===== src/design/tcpwm_pkg.sv =====
// constants and types shared by the timer capture/compare/pwm block
package tcpwm_pkg;

  // register byte addresses, one byte register per aligned word
  localparam logic [7:0] OFF_MAIN = 8'h00;
  localparam logic [7:0] OFF_CNT_HI = 8'h04;
  localparam logic [7:0] OFF_CNT_LO = 8'h08;
  localparam logic [7:0] OFF_MOD_HI = 8'h0c;
  localparam logic [7:0] OFF_MOD_LO = 8'h10;
  localparam logic [7:0] OFF_CH_BASE = 8'h14;
  localparam logic [7:0] OFF_CH_STRIDE = 8'h0c;
  localparam logic [7:0] OFF_CH_CTRL = 8'h00;
  localparam logic [7:0] OFF_CH_VHI = 8'h04;
  localparam logic [7:0] OFF_CH_VLO = 8'h08;

  // timer_main_control_reg fields
  localparam int MC_FLAG = 7;
  localparam int MC_IE = 6;
  localparam int MC_CAS = 5;
  localparam int MC_CLK_HI = 4;
  localparam int MC_CLK_LO = 3;

  // channel_control_reg fields
  localparam int CC_FLAG = 7;
  localparam int CC_IE = 6;
  localparam int CC_MSH = 5;
  localparam int CC_MSL = 4;
  localparam int CC_EPH = 3;
  localparam int CC_EPL = 2;

  localparam logic [7:0] MAIN_RST = 8'h00;
  localparam logic [7:0] CH_CTRL_RST = 8'h00;
  // bits kept by control writes; the flag bit is read from its own flop
  localparam logic [7:0] RSVD_MASK = 8'h7c;

  // clock_source_field encodings
  localparam logic [1:0] CLK_OFF = 2'h0;
  localparam logic [1:0] CLK_BUS = 2'h1;
  localparam logic [1:0] CLK_FIXED = 2'h2;
  localparam logic [1:0] CLK_EXT = 2'h3;

  localparam logic [15:0] CNT_ZERO = 16'h0000;
  localparam logic [15:0] CNT_ONE = 16'h0001;
  localparam logic [15:0] CNT_MAX = 16'hffff;

  typedef enum logic [1:0] {CAPTURE, COMPARE, EDGE_PWM, CENTER_PWM} tcpwm_mode_t;

  function automatic logic [7:0] tcpwm_ch_addr(input int ch, input logic [7:0] off);
    tcpwm_ch_addr = 8'(int'(OFF_CH_BASE) + ch * int'(OFF_CH_STRIDE) + int'(off));
  endfunction : tcpwm_ch_addr

endpackage : tcpwm_pkg


===== src/design/tcpwm_top.sv =====
// timer with modulus counter and per-channel capture, compare and pwm, apb slave
//
// Local design decisions: register access over APB and the placing of the registers.
`timescale 1ns/100ps
`default_nettype none

module tcpwm_top #(
  parameter int N_CH = 2
) (
  input wire logic clk,
  input wire logic sys_rst,
  input wire logic ce,
  input wire logic [7:0] paddr,
  input wire logic psel,
  input wire logic penable,
  input wire logic pwrite,
  input wire logic [31:0] pwdata,
  output logic [31:0] prdata,
  output logic pready,
  output logic pslverr,
  input wire logic debug_halt_mode,
  input wire logic fixed_tick,
  input wire logic ext_clk_pin,
  input wire logic [N_CH-1:0] ch_in,
  output logic [N_CH-1:0] ch_out,
  output logic [N_CH-1:0] ch_oe,
  output logic irq
);

  logic setup;
  logic wr;
  logic rd;
  logic [7:0] wbyte;
  logic [7:0] main_ctrl;
  logic [1:0] clock_source_field;
  logic center_align_select;
  logic counter_wrap_flag;
  logic wrap_arm;
  logic [15:0] cnt;
  logic dir_down;
  logic [15:0] modulus;
  logic [15:0] mod_buf;
  logic mod_hw;
  logic mod_lw;
  logic cnt_lat;
  logic [15:0] cnt_buf;
  logic ext_q;
  logic tick;
  logic src_tick;
  logic [15:0] term;
  logic cnt_wr;
  logic wrap_evt;
  logic at_load;
  logic cnt_moved;
  logic step_down;
  logic [7:0] ch_ctrl [N_CH];
  logic [15:0] ch_val [N_CH];
  logic ch_flag [N_CH];
  logic [N_CH-1:0] ch_irq;
  logic [N_CH-1:0] hit_ch;
  logic [31:0] next_prdata;
  logic next_err;

  assign setup = psel & ~penable;
  assign wr = ce & psel & penable & pwrite;
  assign rd = ce & psel & penable & ~pwrite;
  assign wbyte = pwdata[7:0];
  assign clock_source_field = {main_ctrl[tcpwm_pkg::MC_CLK_HI], main_ctrl[tcpwm_pkg::MC_CLK_LO]};
  assign center_align_select = main_ctrl[tcpwm_pkg::MC_CAS];
  assign term = (modulus == tcpwm_pkg::CNT_ZERO) ? tcpwm_pkg::CNT_MAX : modulus;
  assign cnt_wr = wr & (paddr == tcpwm_pkg::OFF_CNT_HI || paddr == tcpwm_pkg::OFF_CNT_LO);

  // counter frozen while debug halt is active
  always_comb
  begin
    case (clock_source_field)
      tcpwm_pkg::CLK_BUS: src_tick = 1'b1;
      tcpwm_pkg::CLK_FIXED: src_tick = fixed_tick;
      tcpwm_pkg::CLK_EXT: src_tick = ext_clk_pin & ~ext_q;
      default: src_tick = 1'b0;
    endcase
    tick = ce & src_tick & ~debug_halt_mode & ~cnt_wr;
  end

  assign wrap_evt = tick & (center_align_select ? (~dir_down & cnt >= term)
                                                : (cnt == term));
  assign at_load = tick & ~dir_down & (cnt == term - tcpwm_pkg::CNT_ONE);

  always_ff @(posedge clk)
  begin
    if (sys_rst)
      ext_q <= 1'b0;
    else if (ce)
      ext_q <= ext_clk_pin;
  end

  always_ff @(posedge clk)
  begin
    if (sys_rst)
    begin
      cnt <= tcpwm_pkg::CNT_ZERO;
      dir_down <= 1'b0;
      cnt_moved <= 1'b0;
      step_down <= 1'b0;
    end
    else if (ce)
    begin
      cnt_moved <= tick;
      if (cnt_wr)
      begin
        cnt <= tcpwm_pkg::CNT_ZERO;
        dir_down <= 1'b0;
      end
      else if (tick)
      begin
        if (center_align_select)
        begin
          if (!dir_down && cnt >= term)
          begin
            cnt <= cnt - tcpwm_pkg::CNT_ONE;
            dir_down <= 1'b1;
            step_down <= 1'b1;
          end
          else if (dir_down && cnt == tcpwm_pkg::CNT_ZERO)
          begin
            cnt <= tcpwm_pkg::CNT_ONE;
            dir_down <= 1'b0;
            step_down <= 1'b0;
          end
          else
          begin
            cnt <= dir_down ? cnt - tcpwm_pkg::CNT_ONE : cnt + tcpwm_pkg::CNT_ONE;
            step_down <= dir_down;
          end
        end
        else
        begin
          cnt <= (cnt == term) ? tcpwm_pkg::CNT_ZERO : cnt + tcpwm_pkg::CNT_ONE;
          dir_down <= 1'b0;
          step_down <= 1'b0;
        end
      end
    end
  end

  // counter read coherency: first byte read snapshots the whole count
  always_ff @(posedge clk)
  begin
    if (sys_rst)
    begin
      cnt_lat <= 1'b0;
      cnt_buf <= tcpwm_pkg::CNT_ZERO;
    end
    else if (ce)
    begin
      if (cnt_wr)
        cnt_lat <= 1'b0;
      else if (rd && (paddr == tcpwm_pkg::OFF_CNT_HI || paddr == tcpwm_pkg::OFF_CNT_LO))
      begin
        cnt_lat <= ~cnt_lat;
        if (!cnt_lat)
          cnt_buf <= cnt;
      end
    end
  end

  always_ff @(posedge clk)
  begin
    if (sys_rst)
      main_ctrl <= tcpwm_pkg::MAIN_RST;
    else if (ce && wr && paddr == tcpwm_pkg::OFF_MAIN)
      main_ctrl <= wbyte & tcpwm_pkg::RSVD_MASK;
  end

  // set wins over clear; an event also disarms the pending clear
  always_ff @(posedge clk)
  begin
    if (sys_rst)
    begin
      counter_wrap_flag <= 1'b0;
      wrap_arm <= 1'b0;
    end
    else if (ce)
    begin
      if (wrap_evt)
      begin
        counter_wrap_flag <= 1'b1;
        wrap_arm <= 1'b0;
      end
      else if (wr && paddr == tcpwm_pkg::OFF_MAIN)
      begin
        if (wrap_arm && !wbyte[tcpwm_pkg::MC_FLAG])
          counter_wrap_flag <= 1'b0;
        wrap_arm <= 1'b0;
      end
      else if (rd && paddr == tcpwm_pkg::OFF_MAIN && counter_wrap_flag)
        wrap_arm <= 1'b1;
    end
  end

  // modulus bytes land in a buffer and move as one 16-bit value
  always_ff @(posedge clk)
  begin
    if (sys_rst)
    begin
      modulus <= tcpwm_pkg::CNT_ZERO;
      mod_buf <= tcpwm_pkg::CNT_ZERO;
      mod_hw <= 1'b0;
      mod_lw <= 1'b0;
    end
    else if (ce)
    begin
      if (wr && paddr == tcpwm_pkg::OFF_MAIN)
      begin
        mod_hw <= 1'b0;
        mod_lw <= 1'b0;
      end
      else if (wr && paddr == tcpwm_pkg::OFF_MOD_HI)
      begin
        mod_buf[15:8] <= wbyte;
        mod_hw <= 1'b1;
      end
      else if (wr && paddr == tcpwm_pkg::OFF_MOD_LO)
      begin
        mod_buf[7:0] <= wbyte;
        mod_lw <= 1'b1;
      end
      else if (mod_hw && mod_lw && (clock_source_field == tcpwm_pkg::CLK_OFF || tick))
      begin
        modulus <= mod_buf;
        mod_hw <= 1'b0;
        mod_lw <= 1'b0;
      end
    end
  end

  for (genvar i = 0; i < N_CH; i++)
  begin : g_ch
    localparam logic [7:0] A_CTRL = tcpwm_pkg::tcpwm_ch_addr(i, tcpwm_pkg::OFF_CH_CTRL);
    localparam logic [7:0] A_VHI = tcpwm_pkg::tcpwm_ch_addr(i, tcpwm_pkg::OFF_CH_VHI);
    localparam logic [7:0] A_VLO = tcpwm_pkg::tcpwm_ch_addr(i, tcpwm_pkg::OFF_CH_VLO);
    tcpwm_pkg::tcpwm_mode_t mode;
    logic [15:0] vbuf;
    logic vhw;
    logic vlw;
    logic pin_q;
    logic arm;
    logic edge_polarity_hi;
    logic edge_polarity_lo;
    logic cap_evt;
    logic match;
    logic ctrl_wr;
    logic val_rd;

    assign edge_polarity_hi = ch_ctrl[i][tcpwm_pkg::CC_EPH];
    assign edge_polarity_lo = ch_ctrl[i][tcpwm_pkg::CC_EPL];
    assign ctrl_wr = wr & (paddr == A_CTRL);
    assign val_rd = rd & (paddr == A_VHI || paddr == A_VLO);
    assign hit_ch[i] = (paddr == A_CTRL) | (paddr == A_VHI) | (paddr == A_VLO);

    always_comb
    begin
      if (center_align_select)
        mode = tcpwm_pkg::CENTER_PWM;
      else if (ch_ctrl[i][tcpwm_pkg::CC_MSH])
        mode = tcpwm_pkg::EDGE_PWM;
      else if (ch_ctrl[i][tcpwm_pkg::CC_MSL])
        mode = tcpwm_pkg::COMPARE;
      else
        mode = tcpwm_pkg::CAPTURE;
    end

    // capture ignores the tick so it keeps running under debug halt
    assign cap_evt = ce & (mode == tcpwm_pkg::CAPTURE) & ((edge_polarity_lo & ch_in[i] & ~pin_q)
                   | (edge_polarity_hi & ~ch_in[i] & pin_q));
    assign match = ce & cnt_moved & (mode != tcpwm_pkg::CAPTURE) & (cnt == ch_val[i]);
    assign ch_irq[i] = ch_flag[i] & ch_ctrl[i][tcpwm_pkg::CC_IE];

    always_ff @(posedge clk)
    begin
      if (sys_rst)
        pin_q <= 1'b0;
      else if (ce)
        pin_q <= ch_in[i];
    end

    always_ff @(posedge clk)
    begin
      if (sys_rst)
        ch_ctrl[i] <= tcpwm_pkg::CH_CTRL_RST;
      else if (ctrl_wr)
        ch_ctrl[i] <= wbyte & tcpwm_pkg::RSVD_MASK;
    end

    always_ff @(posedge clk)
    begin
      if (sys_rst)
      begin
        ch_flag[i] <= 1'b0;
        arm <= 1'b0;
      end
      else if (ce)
      begin
        if (cap_evt || match)
        begin
          ch_flag[i] <= 1'b1;
          arm <= 1'b0;
        end
        else if (ctrl_wr)
        begin
          if (arm && !wbyte[tcpwm_pkg::CC_FLAG])
            ch_flag[i] <= 1'b0;
          arm <= 1'b0;
        end
        else if (rd && paddr == A_CTRL && ch_flag[i])
          arm <= 1'b1;
      end
    end

    // value buffer; capture overwrites the value directly
    always_ff @(posedge clk)
    begin
      if (sys_rst)
      begin
        ch_val[i] <= tcpwm_pkg::CNT_ZERO;
        vbuf <= tcpwm_pkg::CNT_ZERO;
        vhw <= 1'b0;
        vlw <= 1'b0;
      end
      else if (ce)
      begin
        if (cap_evt)
          ch_val[i] <= cnt;
        if (ctrl_wr)
        begin
          vhw <= 1'b0;
          vlw <= 1'b0;
        end
        else if (wr && (paddr == A_VHI || paddr == A_VLO) && mode != tcpwm_pkg::CAPTURE)
        begin
          if (debug_halt_mode)
          begin
            if (paddr == A_VHI)
              ch_val[i][15:8] <= wbyte;
            else
              ch_val[i][7:0] <= wbyte;
          end
          else if (paddr == A_VHI)
          begin
            vbuf[15:8] <= wbyte;
            vhw <= 1'b1;
          end
          else
          begin
            vbuf[7:0] <= wbyte;
            vlw <= 1'b1;
          end
        end
        else if (vhw && vlw && (clock_source_field == tcpwm_pkg::CLK_OFF
                 || (mode == tcpwm_pkg::COMPARE ? tick : at_load)))
        begin
          ch_val[i] <= vbuf;
          vhw <= 1'b0;
          vlw <= 1'b0;
        end
      end
    end

    logic vlat;
    logic [15:0] vrbuf;
    always_ff @(posedge clk)
    begin
      if (sys_rst)
      begin
        vlat <= 1'b0;
        vrbuf <= tcpwm_pkg::CNT_ZERO;
      end
      else if (ce)
      begin
        if (ctrl_wr)
          vlat <= 1'b0;
        else if (val_rd)
        begin
          vlat <= ~vlat;
          if (!vlat)
            vrbuf <= ch_val[i];
        end
      end
    end

    logic [15:0] rd_val;
    assign rd_val = vlat ? vrbuf : ch_val[i];

    // pin level; edge and center pwm are polarity-relative
    always_ff @(posedge clk)
    begin
      if (sys_rst)
      begin
        ch_out[i] <= 1'b0;
        ch_oe[i] <= 1'b0;
      end
      else if (ce)
      begin
        ch_oe[i] <= (mode != tcpwm_pkg::CAPTURE) & (edge_polarity_hi | edge_polarity_lo);
        case (mode)
          tcpwm_pkg::COMPARE:
            if (match)
              case ({edge_polarity_hi, edge_polarity_lo})
                2'h1: ch_out[i] <= ~ch_out[i];
                2'h2: ch_out[i] <= 1'b0;
                2'h3: ch_out[i] <= 1'b1;
                default: ch_out[i] <= ch_out[i];
              endcase
          tcpwm_pkg::EDGE_PWM:
            if (match)
              ch_out[i] <= edge_polarity_lo;
            else if (cnt_moved && cnt == tcpwm_pkg::CNT_ZERO)
              ch_out[i] <= ~edge_polarity_lo;
          tcpwm_pkg::CENTER_PWM:
            if (ch_val[i] == tcpwm_pkg::CNT_ZERO || ch_val[i][15])
              ch_out[i] <= edge_polarity_lo;
            else if (ch_val[i] > modulus)
              ch_out[i] <= ~edge_polarity_lo;
            else if (match)
              ch_out[i] <= step_down ? ~edge_polarity_lo : edge_polarity_lo;
          default: ch_out[i] <= ch_out[i];
        endcase
      end
    end
  end

  // read data prepared in the setup phase so pready can stay high
  always_comb
  begin
    next_prdata = 32'h0000_0000;
    next_err = 1'b0;
    case (paddr)
      tcpwm_pkg::OFF_MAIN: next_prdata[7:0] = main_ctrl | {counter_wrap_flag, 7'h00};
      tcpwm_pkg::OFF_CNT_HI: next_prdata[7:0] = cnt_lat ? cnt_buf[15:8] : cnt[15:8];
      tcpwm_pkg::OFF_CNT_LO: next_prdata[7:0] = cnt_lat ? cnt_buf[7:0] : cnt[7:0];
      tcpwm_pkg::OFF_MOD_HI: next_prdata[7:0] = modulus[15:8];
      tcpwm_pkg::OFF_MOD_LO: next_prdata[7:0] = modulus[7:0];
      default: next_err = ~|hit_ch;
    endcase
    for (int k = 0; k < N_CH; k++)
    begin
      if (paddr == tcpwm_pkg::tcpwm_ch_addr(k, tcpwm_pkg::OFF_CH_CTRL))
        next_prdata[7:0] = ch_ctrl[k] | {ch_flag[k], 7'h00};
    end
  end

  logic [7:0] ch_rd_byte;
  logic [7:0] g_rd_hi [N_CH];
  logic [7:0] g_rd_lo [N_CH];
  always_comb
  begin
    ch_rd_byte = 8'h00;
    for (int k = 0; k < N_CH; k++)
    begin
      if (paddr == tcpwm_pkg::tcpwm_ch_addr(k, tcpwm_pkg::OFF_CH_VHI))
        ch_rd_byte = g_rd_hi[k];
      if (paddr == tcpwm_pkg::tcpwm_ch_addr(k, tcpwm_pkg::OFF_CH_VLO))
        ch_rd_byte = g_rd_lo[k];
    end
  end

  for (genvar j = 0; j < N_CH; j++)
  begin : g_rd
    assign g_rd_hi[j] = g_ch[j].rd_val[15:8];
    assign g_rd_lo[j] = g_ch[j].rd_val[7:0];
  end

  always_ff @(posedge clk)
  begin
    if (sys_rst)
    begin
      prdata <= 32'h0000_0000;
      pslverr <= 1'b0;
      pready <= 1'b0;
    end
    else if (ce)
    begin
      pready <= 1'b1;
      if (setup)
      begin
        prdata <= next_prdata | {24'h000000, ch_rd_byte};
        pslverr <= next_err;
      end
    end
  end

  always_ff @(posedge clk)
  begin
    if (sys_rst)
      irq <= 1'b0;
    else if (ce)
      irq <= (counter_wrap_flag & main_ctrl[tcpwm_pkg::MC_IE]) | (|ch_irq);
  end

endmodule : tcpwm_top

`default_nettype wire


===== config.mk =====
export PLATFORM = sky130hd
export DESIGN_NAME = tcpwm_top
export DESIGN_NICKNAME = d
export VERILOG_FILES = /design/src/design/tcpwm_pkg.sv /design/src/design/tcpwm_top.sv
export SDC_FILE = /design/constraint.sdc
export NUM_CORES = 1
export LEC_CHECK = 0
export BUFFER_PORTS_ARGS = -buffer_cell sky130_fd_sc_hd__buf_4
export CAP_MARGIN = 20
export CORE_ASPECT_RATIO = 1.2
export CORE_MARGIN = 2
export CORE_UTILIZATION = 35
export DETAILED_ROUTE_END_ITERATION = 16
export GPL_TIMING_DRIVEN = 0
export SLEW_MARGIN = 40
export SYNTH_ARGS = -nofsm -noshare
export SYNTH_HDL_FRONTEND = slang
export SYNTH_SLANG_ARGS = --single-unit
export TNS_END_PERCENT = 30

===== constraint.sdc =====
create_clock -name clk -period 10.5 [get_ports clk]
set_clock_uncertainty 0.2 [all_clocks]
set_input_delay 1.05 -clock clk [delete_from_list [all_inputs] [get_ports clk]]
set_output_delay 1.05 -clock clk [all_outputs]
set_load 0.02 [all_outputs]

Word level (Yosys, flattened, before mapping)
Memory sizes are Yosys's and may differ from the RTL's.
Index checks and enable logic that the tools add are counted.

word-level totals
  logic and storage cells = 471
  register bits after elaboration = 191
  output and inout bits = 39
  RAM bits = 44
  memories = 3
  input bits = 51

memory list
  name     words  bits a word  read ports  clocked after memory_dff  wr ports  line             source
  ch_val   2      16           2           0                         2         tcpwm_top.sv:57  logic [15:0] ch_val [N_CH];
  ch_ctrl  2      5            2           0                         2         tcpwm_top.sv:56  logic [7:0] ch_ctrl [N_CH];
  ch_flag  2      1            2           0                         2         tcpwm_top.sv:58  logic ch_flag [N_CH];

cells by class
  equal/unequal tests = 45
  bitwise gates (word level) = 93
  add/subtract/negate cells = 3
  mux-type cells = 188
  reductions and logical operators = 97
  magnitude comparators = 3

operators by type and width
  kind                     number
  $mux W16                 12
  $mux W1                  148
  $mux W8                  16
  $eq A16 B16 Y1           4
  $logic_not A16 Y1        4
  $and A1 B1 Y1            40
  $pmux W8 S5              1
  $eq A8 B5 Y1 const B     4
  $gt A16 B16 Y1           2
  $sub A16 B1 Y16 const B  2
  $logic_and A1 B1 Y1      28
  $ne A3 B3 Y1 const B     9
  $reduce_bool A3 Y1       9
  $or A1 B1 Y1             25
  $reduce_and A5 Y1        5
  $eq A8 B6 Y1 const B     3
  $not A1 Y1               24
  $or A8 B8 Y8             3
  $reduce_and A4 Y1        6
  $reduce_and A3 Y1        7
  $eq A2 B2 Y1 const B     10
  $add A16 B1 Y16 const B  1
  $eq A8 B4 Y1 const B     2
  $ge A16 B16 Y1           1
  other kinds (18)         63

Logic depth before layout (Yosys ltp)
Gate-level depths: netlist of the first run.

  depth in word-level cells = 18
  gate-level depth with buffers = 19
  mapped depth without buffers = 15

Least setup slack after synthesis of the first run
No wires, ideal clock.

  path type = flip-flop to flip-flop
  start = reg modulus[3]
  end = mem ch_val[1][10], data pin
  stages on the path, launching flop included = 19
  data arrival time = 4.144 ns
  path buffers = 4
  setup time = 0.260 ns
  data required time = 10.040 ns
  path slack = 5.896 ns
  clock period less this slack = 4.604 ns
  cell sequence = dfxtp_1 > buf_6 > or4_4 > nor4_4 > and2_1 > buf_4 > clkbuf_1 > nor2_1 > ha_1 > xnor2_1 > o21ai_0 > a31oi_1 > a22oi_2 > nor4_2 > nand4_1 > nor3_4 > o2111ai_4 > buf_6 > mux2_4

RTL lines
  element                 line              source
  start, declared         tcpwm_top.sv:41   logic [15:0] modulus;
  start signal, assigned  tcpwm_top.sv:206  modulus <= tcpwm_pkg::CNT_ZERO;
  start signal, assigned  tcpwm_top.sv:230  modulus <= mod_buf;
  end, declared           tcpwm_top.sv:57

==> results of run 1 <==
[flip-flops by register name, indices dropped and copies added, names as in the netlist, 5 cells and up]
| name | count |
|---|---|
| ch_ctrl | 10 |
| ch_val | 32 |
| cnt | 16 |
| cnt_buf | 16 |
| g_ch.vbuf | 32 |
| g_ch.vrbuf | 32 |
| main_ctrl | 5 |
| mod_buf | 16 |
| modulus | 16 |
| prdata | 8 |
[cells in the mapped netlist, types with 13 or more instances]
cell                         n  area share [%]
sky130_fd_sc_hd__nand2_1   229             6.6
sky130_fd_sc_hd__mux2i_1    79             6.1
sky130_fd_sc_hd__nor3_1     52             2.0
sky130_fd_sc_hd__a21oi_1   141             5.4
sky130_fd_sc_hd__nor2_1    141             4.1
sky130_fd_sc_hd__inv_1      36             1.0
sky130_fd_sc_hd__o21ai_0    54             2.1
sky130_fd_sc_hd__mux2_4     16             1.8
sky130_fd_sc_hd__ha_1       55             5.3
sky130_fd_sc_hd__nor4_1     24             1.1
sky130_fd_sc_hd__xnor2_1    42             2.8
sky130_fd_sc_hd__dfxtp_1   167              26
sky130_fd_sc_hd__nand4_1    22             1.1
sky130_fd_sc_hd__a22o_1     35             2.3
sky130_fd_sc_hd__and2_1     17            0.81
sky130_fd_sc_hd__buf_4      25             1.4
sky130_fd_sc_hd__mux2_2     16             1.4
sky130_fd_sc_hd__clkbuf_1   87             2.5
sky130_fd_sc_hd__edfxtp_1   44              10
sky130_fd_sc_hd__nand3_1    30             1.1
sky130_fd_sc_hd__and3_1     13            0.62
[critical path, delay by kind of cell, from the launching register on]
family,cells,cell delay [ns]
AO/OA/AOI/OAI,2,0.48
AND/OR/NAND/NOR,10,2.87
adder cells (fa/ha/maj),1,0.27
flip-flops,1,0.31
buffers and inverters,4,1.26
[routing by layer]
| layer | wire length, um | global-route usage [%] | vias to the layer above | share of wire [%] |
|---|---|---|---|---|
| met5 | 0 | 0 | - | 0 |
| met2 | 23400 | 41.8 | 710 | 45 |
| met4 | 4120 | 18.4 | 0 | 8.0 |
| met3 | 4300 | 3.39 | 190 | 8.3 |
| met1 | 20000 | 32.1 | 5884 | 39 |
| li1 | - | - | 5682 | - |
[metrics by stage]
step / setup slack (ns) / power (mW) / std cells / hold WS, ns
after floorplan: 5.90 / 0.939 / 1571 / 0.229
after global placement: 4.96 / 0.997 / 2081 / 0.240
after detailed placement: 4.87 / 1.00 / 2082 / 0.245
after CTS: 4.86 / 1.82 / 2126 / 0.252
after global routing: 4.41 / 1.86 / 2126 / 0.269
final: 4.74 / 1.82 / 2126 / 0.251
[worst max path at each step]
stage,slack (ns),endpoint,depth (start not counted),from
after floorplan,5.90,ch_val[1][10]$_SDFFCE_PN0P_,18,modulus[3]$_SDFFE_PP0P_
after global placement,4.96,ch_val[1][5]$_SDFFCE_PN0P_,17,modulus[4]$_SDFFE_PP0P_
after detailed placement,4.87,ch_val[1][7]$_SDFFCE_PN0P_,17,modulus[4]$_SDFFE_PP0P_
after CTS,4.86,ch_val[1][12]$_SDFFCE_PN0P_,17,modulus[4]$_SDFFE_PP0P_
after global routing,4.41,ch_val[1][12]$_SDFFCE_PN0P_,17,modulus[1]$_SDFFE_PP0P_
final,4.74,ch_val[1][12]$_SDFFCE_PN0P_,17,modulus[4]$_SDFFE_PP0P_
[final cells by class]
cell class              instances  area [um^2]  share of cell area (%)
inverters                      38          143                   0.960
multi-input cells            1193         7780                    52.4
flip-flops and latches        211         4660                    31.4
plain buffers                 129          631                    4.25
clock buffers                  34          689                    4.64
repair buffers                 37          278                    1.87
well taps                     474          593                    3.99
clock inverters                10         72.6                   0.489
[cells by family (layout without fill, tap and decap cells)]
logic type / count (synthesis) / after routing / synth area share, %
buffers and inverters: 167 / 248 / 5.82
AO/OA/AOI/OAI: 337 / 337 / 16.8
flip-flops: 211 / 211 / 35.7
AND/OR/NAND/NOR: 602 / 602 / 21.8
adder cells (fa/ha/maj): 55 / 55 / 5.27
XOR/XNOR: 56 / 56 / 3.92
multiplexers: 119 / 119 / 10.7
other: 1 / 24 / 0.0287
[power breakdown]
part | total (mW) | internal, mW | switching [mW]
Clock | 0.831 | 0.461 | 0.370
Combinational | 0.132 | 0.0419 | 0.0904
Sequential | 0.854 | 0.837 | 0.0171
Total | 1.82 | 1.34 | 0.478
==> out/results.txt, run 1 <==
The flow ran to the end, and the final reports show no timing, DRC or antenna violations. On the worst path, the slowest cell contributes a delay of 0.61 ns. Nature of the critical path startpoint: a register. The post-CTS repair timing setup buffer count was 0; the number of DRC markers after the initial detailed-route iteration was 1302. For this run the aggregate overflow at the end of global routing stands at 0. For the worst setup path, the data required time is 10.51 ns. The final RePlAce weighted congestion came out at 1.02.

The cell chosen for the clock root was sky130_fd_sc_hd__clkbuf_16. Setup repair after global routing left no endpoint under its margin. For this design, the sink count on the clock tree is 211. 0 antenna diodes ended up in the layout. The number of port buffers works out to 36. At the end of the flow, the number of nets in the layout was 1740. The mean cell area of the mapped netlist is 8.43 um^2.

The first TritonRoute pass finished after 6 iterations. The average wire per standard cell came out at 24.4 um. Buffers inserted to repair hold after CTS numbered 0.

The gate count of the mapped netlist came out at 1548. Compared with the post-synthesis result, the final layout area differs by 13.8%. The tools report the area of the mapped netlist as 13100 um^2.

After clock tree synthesis, the repair step resized 0 gates. Once detail routing completed, the nets flagged for antenna violations numbered 0. Measured along the x axis, the die boundary spans 180 um. The pin slew with the least headroom to its limit is 0.943 ns, and the effective utilization at floorplan is 35.5%.

The number of warnings issued by yosys is 0. The buffer levels on the longest clock path is 3. The initial antenna violation count was 0; the insertion delay of the later-clocked pin in the worst-skew pair was 0.57 ns. After routing, the total negative slack on setup checks comes to 0 ns.

After routing the design area is 14900 um^2. Of the cells placed in the final design, the portion with a size suffix greater than 1 is 12.0%. The logs give 0.132 mV for the maximum vdd drop and 1 for the CTS H-tree depth. The master of the slowest instance on the critical path is sky130_fd_sc_hd__clkbuf_1. Type of the worst setup path: reg -> reg. The post-synthesis sequential area ratio came out at 35.7%.

For the worst-case headroom to the max-slew limit, the log shows 37.2%. Row generation in the floorplan step produced 77 rows. After detailed routing, the number of remaining DRC violations is 0. In this run, synthesis inferred 44 flip-flops with an integrated enable. For this design the static power due to leakage is 5.46 nW. Cell area reported after detailed placement: 14100 um^2. The clock transition at the register clock pins on the worst setup and hold paths after CTS works out to 0.06 ns. In this run the most critical hold path is launched from g_ch[0].vbuf[3]$_SDFFE_PP0P_. The total power divided by cell area is 122 nW/um^2, and the number of maximum-capacitance violations is 0.

The die is 216 um tall. Final critical delay including setup and external delays: 5.76 ns. Of all nets on the critical path, the largest fanout is 10.

In the global route stage, overall resource usage came out at 26.0%. The worst register-to-register path has a depth of 17. STA classifies the critical path endpoint as a register. Leaving out fill and tap cells, the most frequent cell in the layout is sky130_fd_sc_hd__nand2_1. Once layout is complete, the utilization of the core stands at 40.4%. TritonCTS built the clock tree. In the layout the commonest cells are sky130_fd_sc_hd__nand2_1, sky130_fd_sc_hd__dfxtp_1, sky130_fd_sc_hd__nor2_1, sky130_fd_sc_hd__a21oi_1, sky130_fd_sc_hd__clkbuf_1. Traced cell by cell, the critical path runs through clkbuf_1, nor3_2, and2_1, buf_4, clkbuf_1, nor2_1, ha_1, or4b_1, nor3_1, nor2_1, nor4bb_1, a221o_1, nand4_1, nor3_4, o2111ai_4, buf_6, nand2_1. Counting instances, the worst hold path has a depth of 2. The max-slew violation total from the final report is 0, and the via count normalized by instance count is 5.86. Derived from the worst setup path, the maximum achievable clock frequency is 174 MHz. The logs give 0 for the number of endpoints with negative hold slack in the final report and 24 for the number of buffers inserted during clock tree synthesis. The fill cell total of the finished layout is 3778.

The class of the most critical hold timing path was reg -> reg. For this run, the leading register cell type out of synthesis is sky130_fd_sc_hd__dfxtp_1. The routed via count was 12500; the share of the clock period used by the worst path was 54.9%.

The run gives 0 as the final setup violation count. The startpoint identified for the worst register-to-register timing path is modulus[4]$_SDFFE_PP0P_. For the number of unique standard cell types used by synthesis, the log shows 83. The first global-routing pass estimated 75.9 mm of wire. Arrival time of the worst setup path: 5.78 ns. Summed over all nets, the half-perimeter wirelength after detailed placement is 38.9 mm. The via count of the first global-routing pass was 11900; the async set or reset register ratio after synthesis was 0%. In this run the critical register-to-register path is captured at ch_val[1][12]$_SDFFCE_PN0P_.

Entering global routing, the biggest net connects 14 pins. Pin placement for this block handled 90 I/O pins. In this run, synthesis produced a sequential element count of 211. After detailed routing, the total wire length is 51.8 mm. The setup check on the worst reg-to-reg path leaves a slack of 4.74 ns. The floorplan step defined a die boundary enclosing 38900 um^2. The core region is 36800 um^2. For hold timing, the worst endpoint is g_ch[0].vbuf[3]$_SDFFE_PP0P_.
Power figures use the tool's default switching activity.
==> run 2: changes to the inputs <==
- clock period: 10.5 -> 4.9 ns (I/O delays scaled with it)
==> run 2 against run 1 <==
Net effect:
- sequential cell count unchanged
- via count rose by 1.2%
- register-to-register slack lost 4.5 ns
- first-iteration DRC count increased by 7.8%
- fmax rose by 23%
- clock power is 110% higher
- critical path depth grew 3
- largest power group unchanged
- final area is 2.0% higher
- largest cell class unchanged
- highest routed layer unchanged
==> out/results.txt, run 2 (same netlist as run 1, synthesis figures left out) <==
The initial antenna violation count is 0. The tools report the area of the core as 36800 um^2. STA puts the critical path data required time at 4.99 ns. The total iterations of the first detailed-routing run was 6; the number of buffers inserted during clock tree synthesis was 24. The switching power total is 1.02 mW. The logs give 90 for the I/O pin count and 0.00935 ns for the tightest hold margin.

The pin slew with the least headroom to its limit is 0.913 ns, and the detailed placement HPWL is 38.9 mm. Power spread over the standard cell area amounts to 257 nW/um^2. For met3 alone, demand over resource in global routing was 3.05%. The signal on the critical path passes through buf_4, or3_4, nor4_4, and2_1, buf_6, buf_8, nor2_2, inv_1, ha_1, nor2_1, o21ai_0, a221oi_1, o211ai_1, nor4_2, nand4_1, nor3_4, buf_6, o2111ai_4, buf_8, mux2_4. The type of the worst setup path is reg -> reg.

The leakage power total came out at 5.58 nW. The insertion delay of the later-clocked pin in the worst-skew pair was 0.57 ns; the number of DRC markers after the initial detailed-route iteration was 1404. The first global-routing pass estimated 76.3 mm of wire. The worst hold path belongs to the class in -> reg.

The arrival time of the worst setup path was 4.78 ns. In this run the remaining antenna-violating nets after routing total 0. In the global route stage, overall resource usage came out at 26.1%. The run gives 1 as the CTS H-tree depth. The tools report the nature of the critical path startpoint as a register.

The via count normalized by instance count is 5.89. Per report_power, the clock group accounts for 45.7% of the total. Setup repair after global routing left no endpoint under its margin. The synthesis-to-finish area growth came out at 16.0%. After the last flow step, the layout net total stands at 1755. The floorplan die height is 216 um, and the average wire per standard cell is 24.4 um. The switching power share of the total was 26.3%; the share of the clock period used by the worst path was 95.6%.

The initialized floorplan defines 77 standard-cell rows. The tools report the number of endpoints with negative hold slack in the final report as 0. For this run, the slowest stage of the critical path takes 0.43 ns. After layout, the worst setup slack is 0.216 ns.

The layer with the highest usage was met2. Internal power comes to 2.87 mW. TritonCTS built the clock tree.

The tool flagged a number of max-cap violations equal to 0. The die is 180 um wide. The die covers 38900 um^2. For the maximum vdd drop, the log shows 0.282 mV. The worst-case headroom to the max-slew limit was 39.1%. In the final layout, the share of cells above drive strength 1 is 14.3%.

The routed design has 52.2 mm of wire. The run gives 0 as the DRC violation count after routing. Cells fill 41.2% of the core in the end. For this block, the via count after detailed routing is 12600.

In this run the deepest clock path goes through 3 buffers. Of all nets on the critical path, the largest fanout is 9. Leaving out fill and tap cells, the most frequent cell in the layout is sky130_fd_sc_hd__nand2_1. The number of standard cells in the final layout excluding fillers is 2141. The run finished with clean final reports.

Leaving out fill and tap cells, the most frequent cells in the layout are sky130_fd_sc_hd__nand2_1, sky130_fd_sc_hd__dfxtp_1, sky130_fd_sc_hd__a21oi_1, sky130_fd_sc_hd__nor2_1. Routability-driven placement finished with a final weighted congestion of 1.02. For this run, global-route usage on met2 was measured as 42.3%.

After global routing the overflow that remains totals 0. The number of clock sinks seen by CTS was 211. The capturing element type of the critical path is a register. During placement, the flow inserted port buffers numbering 36.

The largest registers in the layout are ch_val: 32 flops, g_ch.vbuf: 32 flops, g_ch.vrbuf: 32 flops. The clock transition at the register clock pins on the worst setup and hold paths after CTS was 0.06 ns. The run gives 12000 as the via count of the first global-routing pass.

Sequential cells burn 47.0% of the power. The count of buffering cells on the critical path with inverters included is 6. Among all stages on the critical path, the largest delay is contributed by sky130_fd_sc_hd__or3_4. 0 antenna diodes ended up in the layout.

The smallest clock period supported by the final layout is computed as 4.68 ns. Of the total power, combinational logic draws 7.3%. Based on the critical path, the design can be clocked at up to 213 MHz. Max-slew violation total from the final report: 0. Once placement completed, the tool counted placed cells totaling 2082. Entering global routing, the biggest net connects 14 pins.

For met1 alone, demand over resource in global routing was 32.6%. The sum of internal, switching and leakage power was 3.89 mW; the setup slack at placement was -0.725 ns. The cell chosen for the clock root was sky130_fd_sc_hd__clkbuf_16. The kind of cell with the highest combined delay along the critical path is simple AND/OR/NAND/NOR gates. Setup violations remaining at the end of the flow were counted as 0.

The initial utilization of the core area, before any placement, comes to 35.5%.
run 2: through the flow:
step | cell area (um^2) | setup TNS [ns]
3_5_place_dp | 14100 | -42.13
3_3_place_gp | 14000 | -36.47
4_1_cts | 15000 | 0
6_report | 15200 | 0
2_1_floorplan | 13100 | 0
5_1_grt | 15200 | 0
run 2: power by group through the flow:
stage | Combinational [mW] | Clock [mW] | Sequential, mW
2_1_floorplan | 0.156 | 0 | 1.86
3_3_place_gp | 0.271 | 0 | 1.87
3_5_place_dp | 0.276 | 0 | 1.87
4_1_cts | 0.279 | 1.79 | 1.83
5_1_grt | 0.300 | 1.87 | 1.83
6_report | 0.286 | 1.78 | 1.83
run 2: layout make-up:
| class | count | area (um^2) |
|---|---|---|
| clock buffer | 34 | 689 |
| clock inverter | 10 | 72.6 |
| fill | 3740 | 21700 |
| buffer | 125 | 644 |
| multi-input combinational | 1193 | 7870 |
| tap | 474 | 593 |
| sequential | 211 | 4680 |
| timing repair buffer | 56 | 462 |
| inverter | 38 | 143 |
run 2: final timing paths:
| path | from | end | slack, ns | cells past startpoint |
|---|---|---|---|---|
| max | modulus[5]$_SDFFE_PP0P_ | ch_val[0][1]$_DFFE_PP_ | 0.22 | 20 |
| min | ch_in[1] | g_ch[1].pin_q$_SDFFE_PP0P_ | 0.009 | 3 |
| max reg2reg | modulus[5]$_SDFFE_PP0P_ | ch_val[0][1]$_DFFE_PP_ | 0.22 | 20 |
| min reg2reg | g_ch[0].vbuf[3]$_SDFFE_PP0P_ | g_ch[0].vbuf[3]$_SDFFE_PP0P_ | 0.25 | 2 |
run 2: layer usage:
layer  routed length [um]  up-vias  part of all wire, %
met5                    0        -                    0
met4                 4140        0                  7.9
met3                 4100      198                  7.9
met2                23500      681                   45
met1                20400     6011                   39
li1                     -     5727                    -
run 2: timing repair:
action | 4_1_cts | 5_1_grt
pin swaps | 6 | 10
endpoints found under the hold margin | 2 | 0
hold buffers | 2 | 0
gates resized for setup | 23 | 21
gates cloned | 1 | 0
buffers inserted | 5 | 11
endpoints found under the setup margin | 78 | 77
run 2: worst register-to-register path: cells and delay by family (launching register included):
family	cells	cell delay, ns
DFF	1	0.30
AOI/OAI and AO/OA	4	0.76
muxes	1	0.29
adders and majority gates	1	0.24
and+or+nand+nor	8	1.78
buffers and inverters	6	0.87
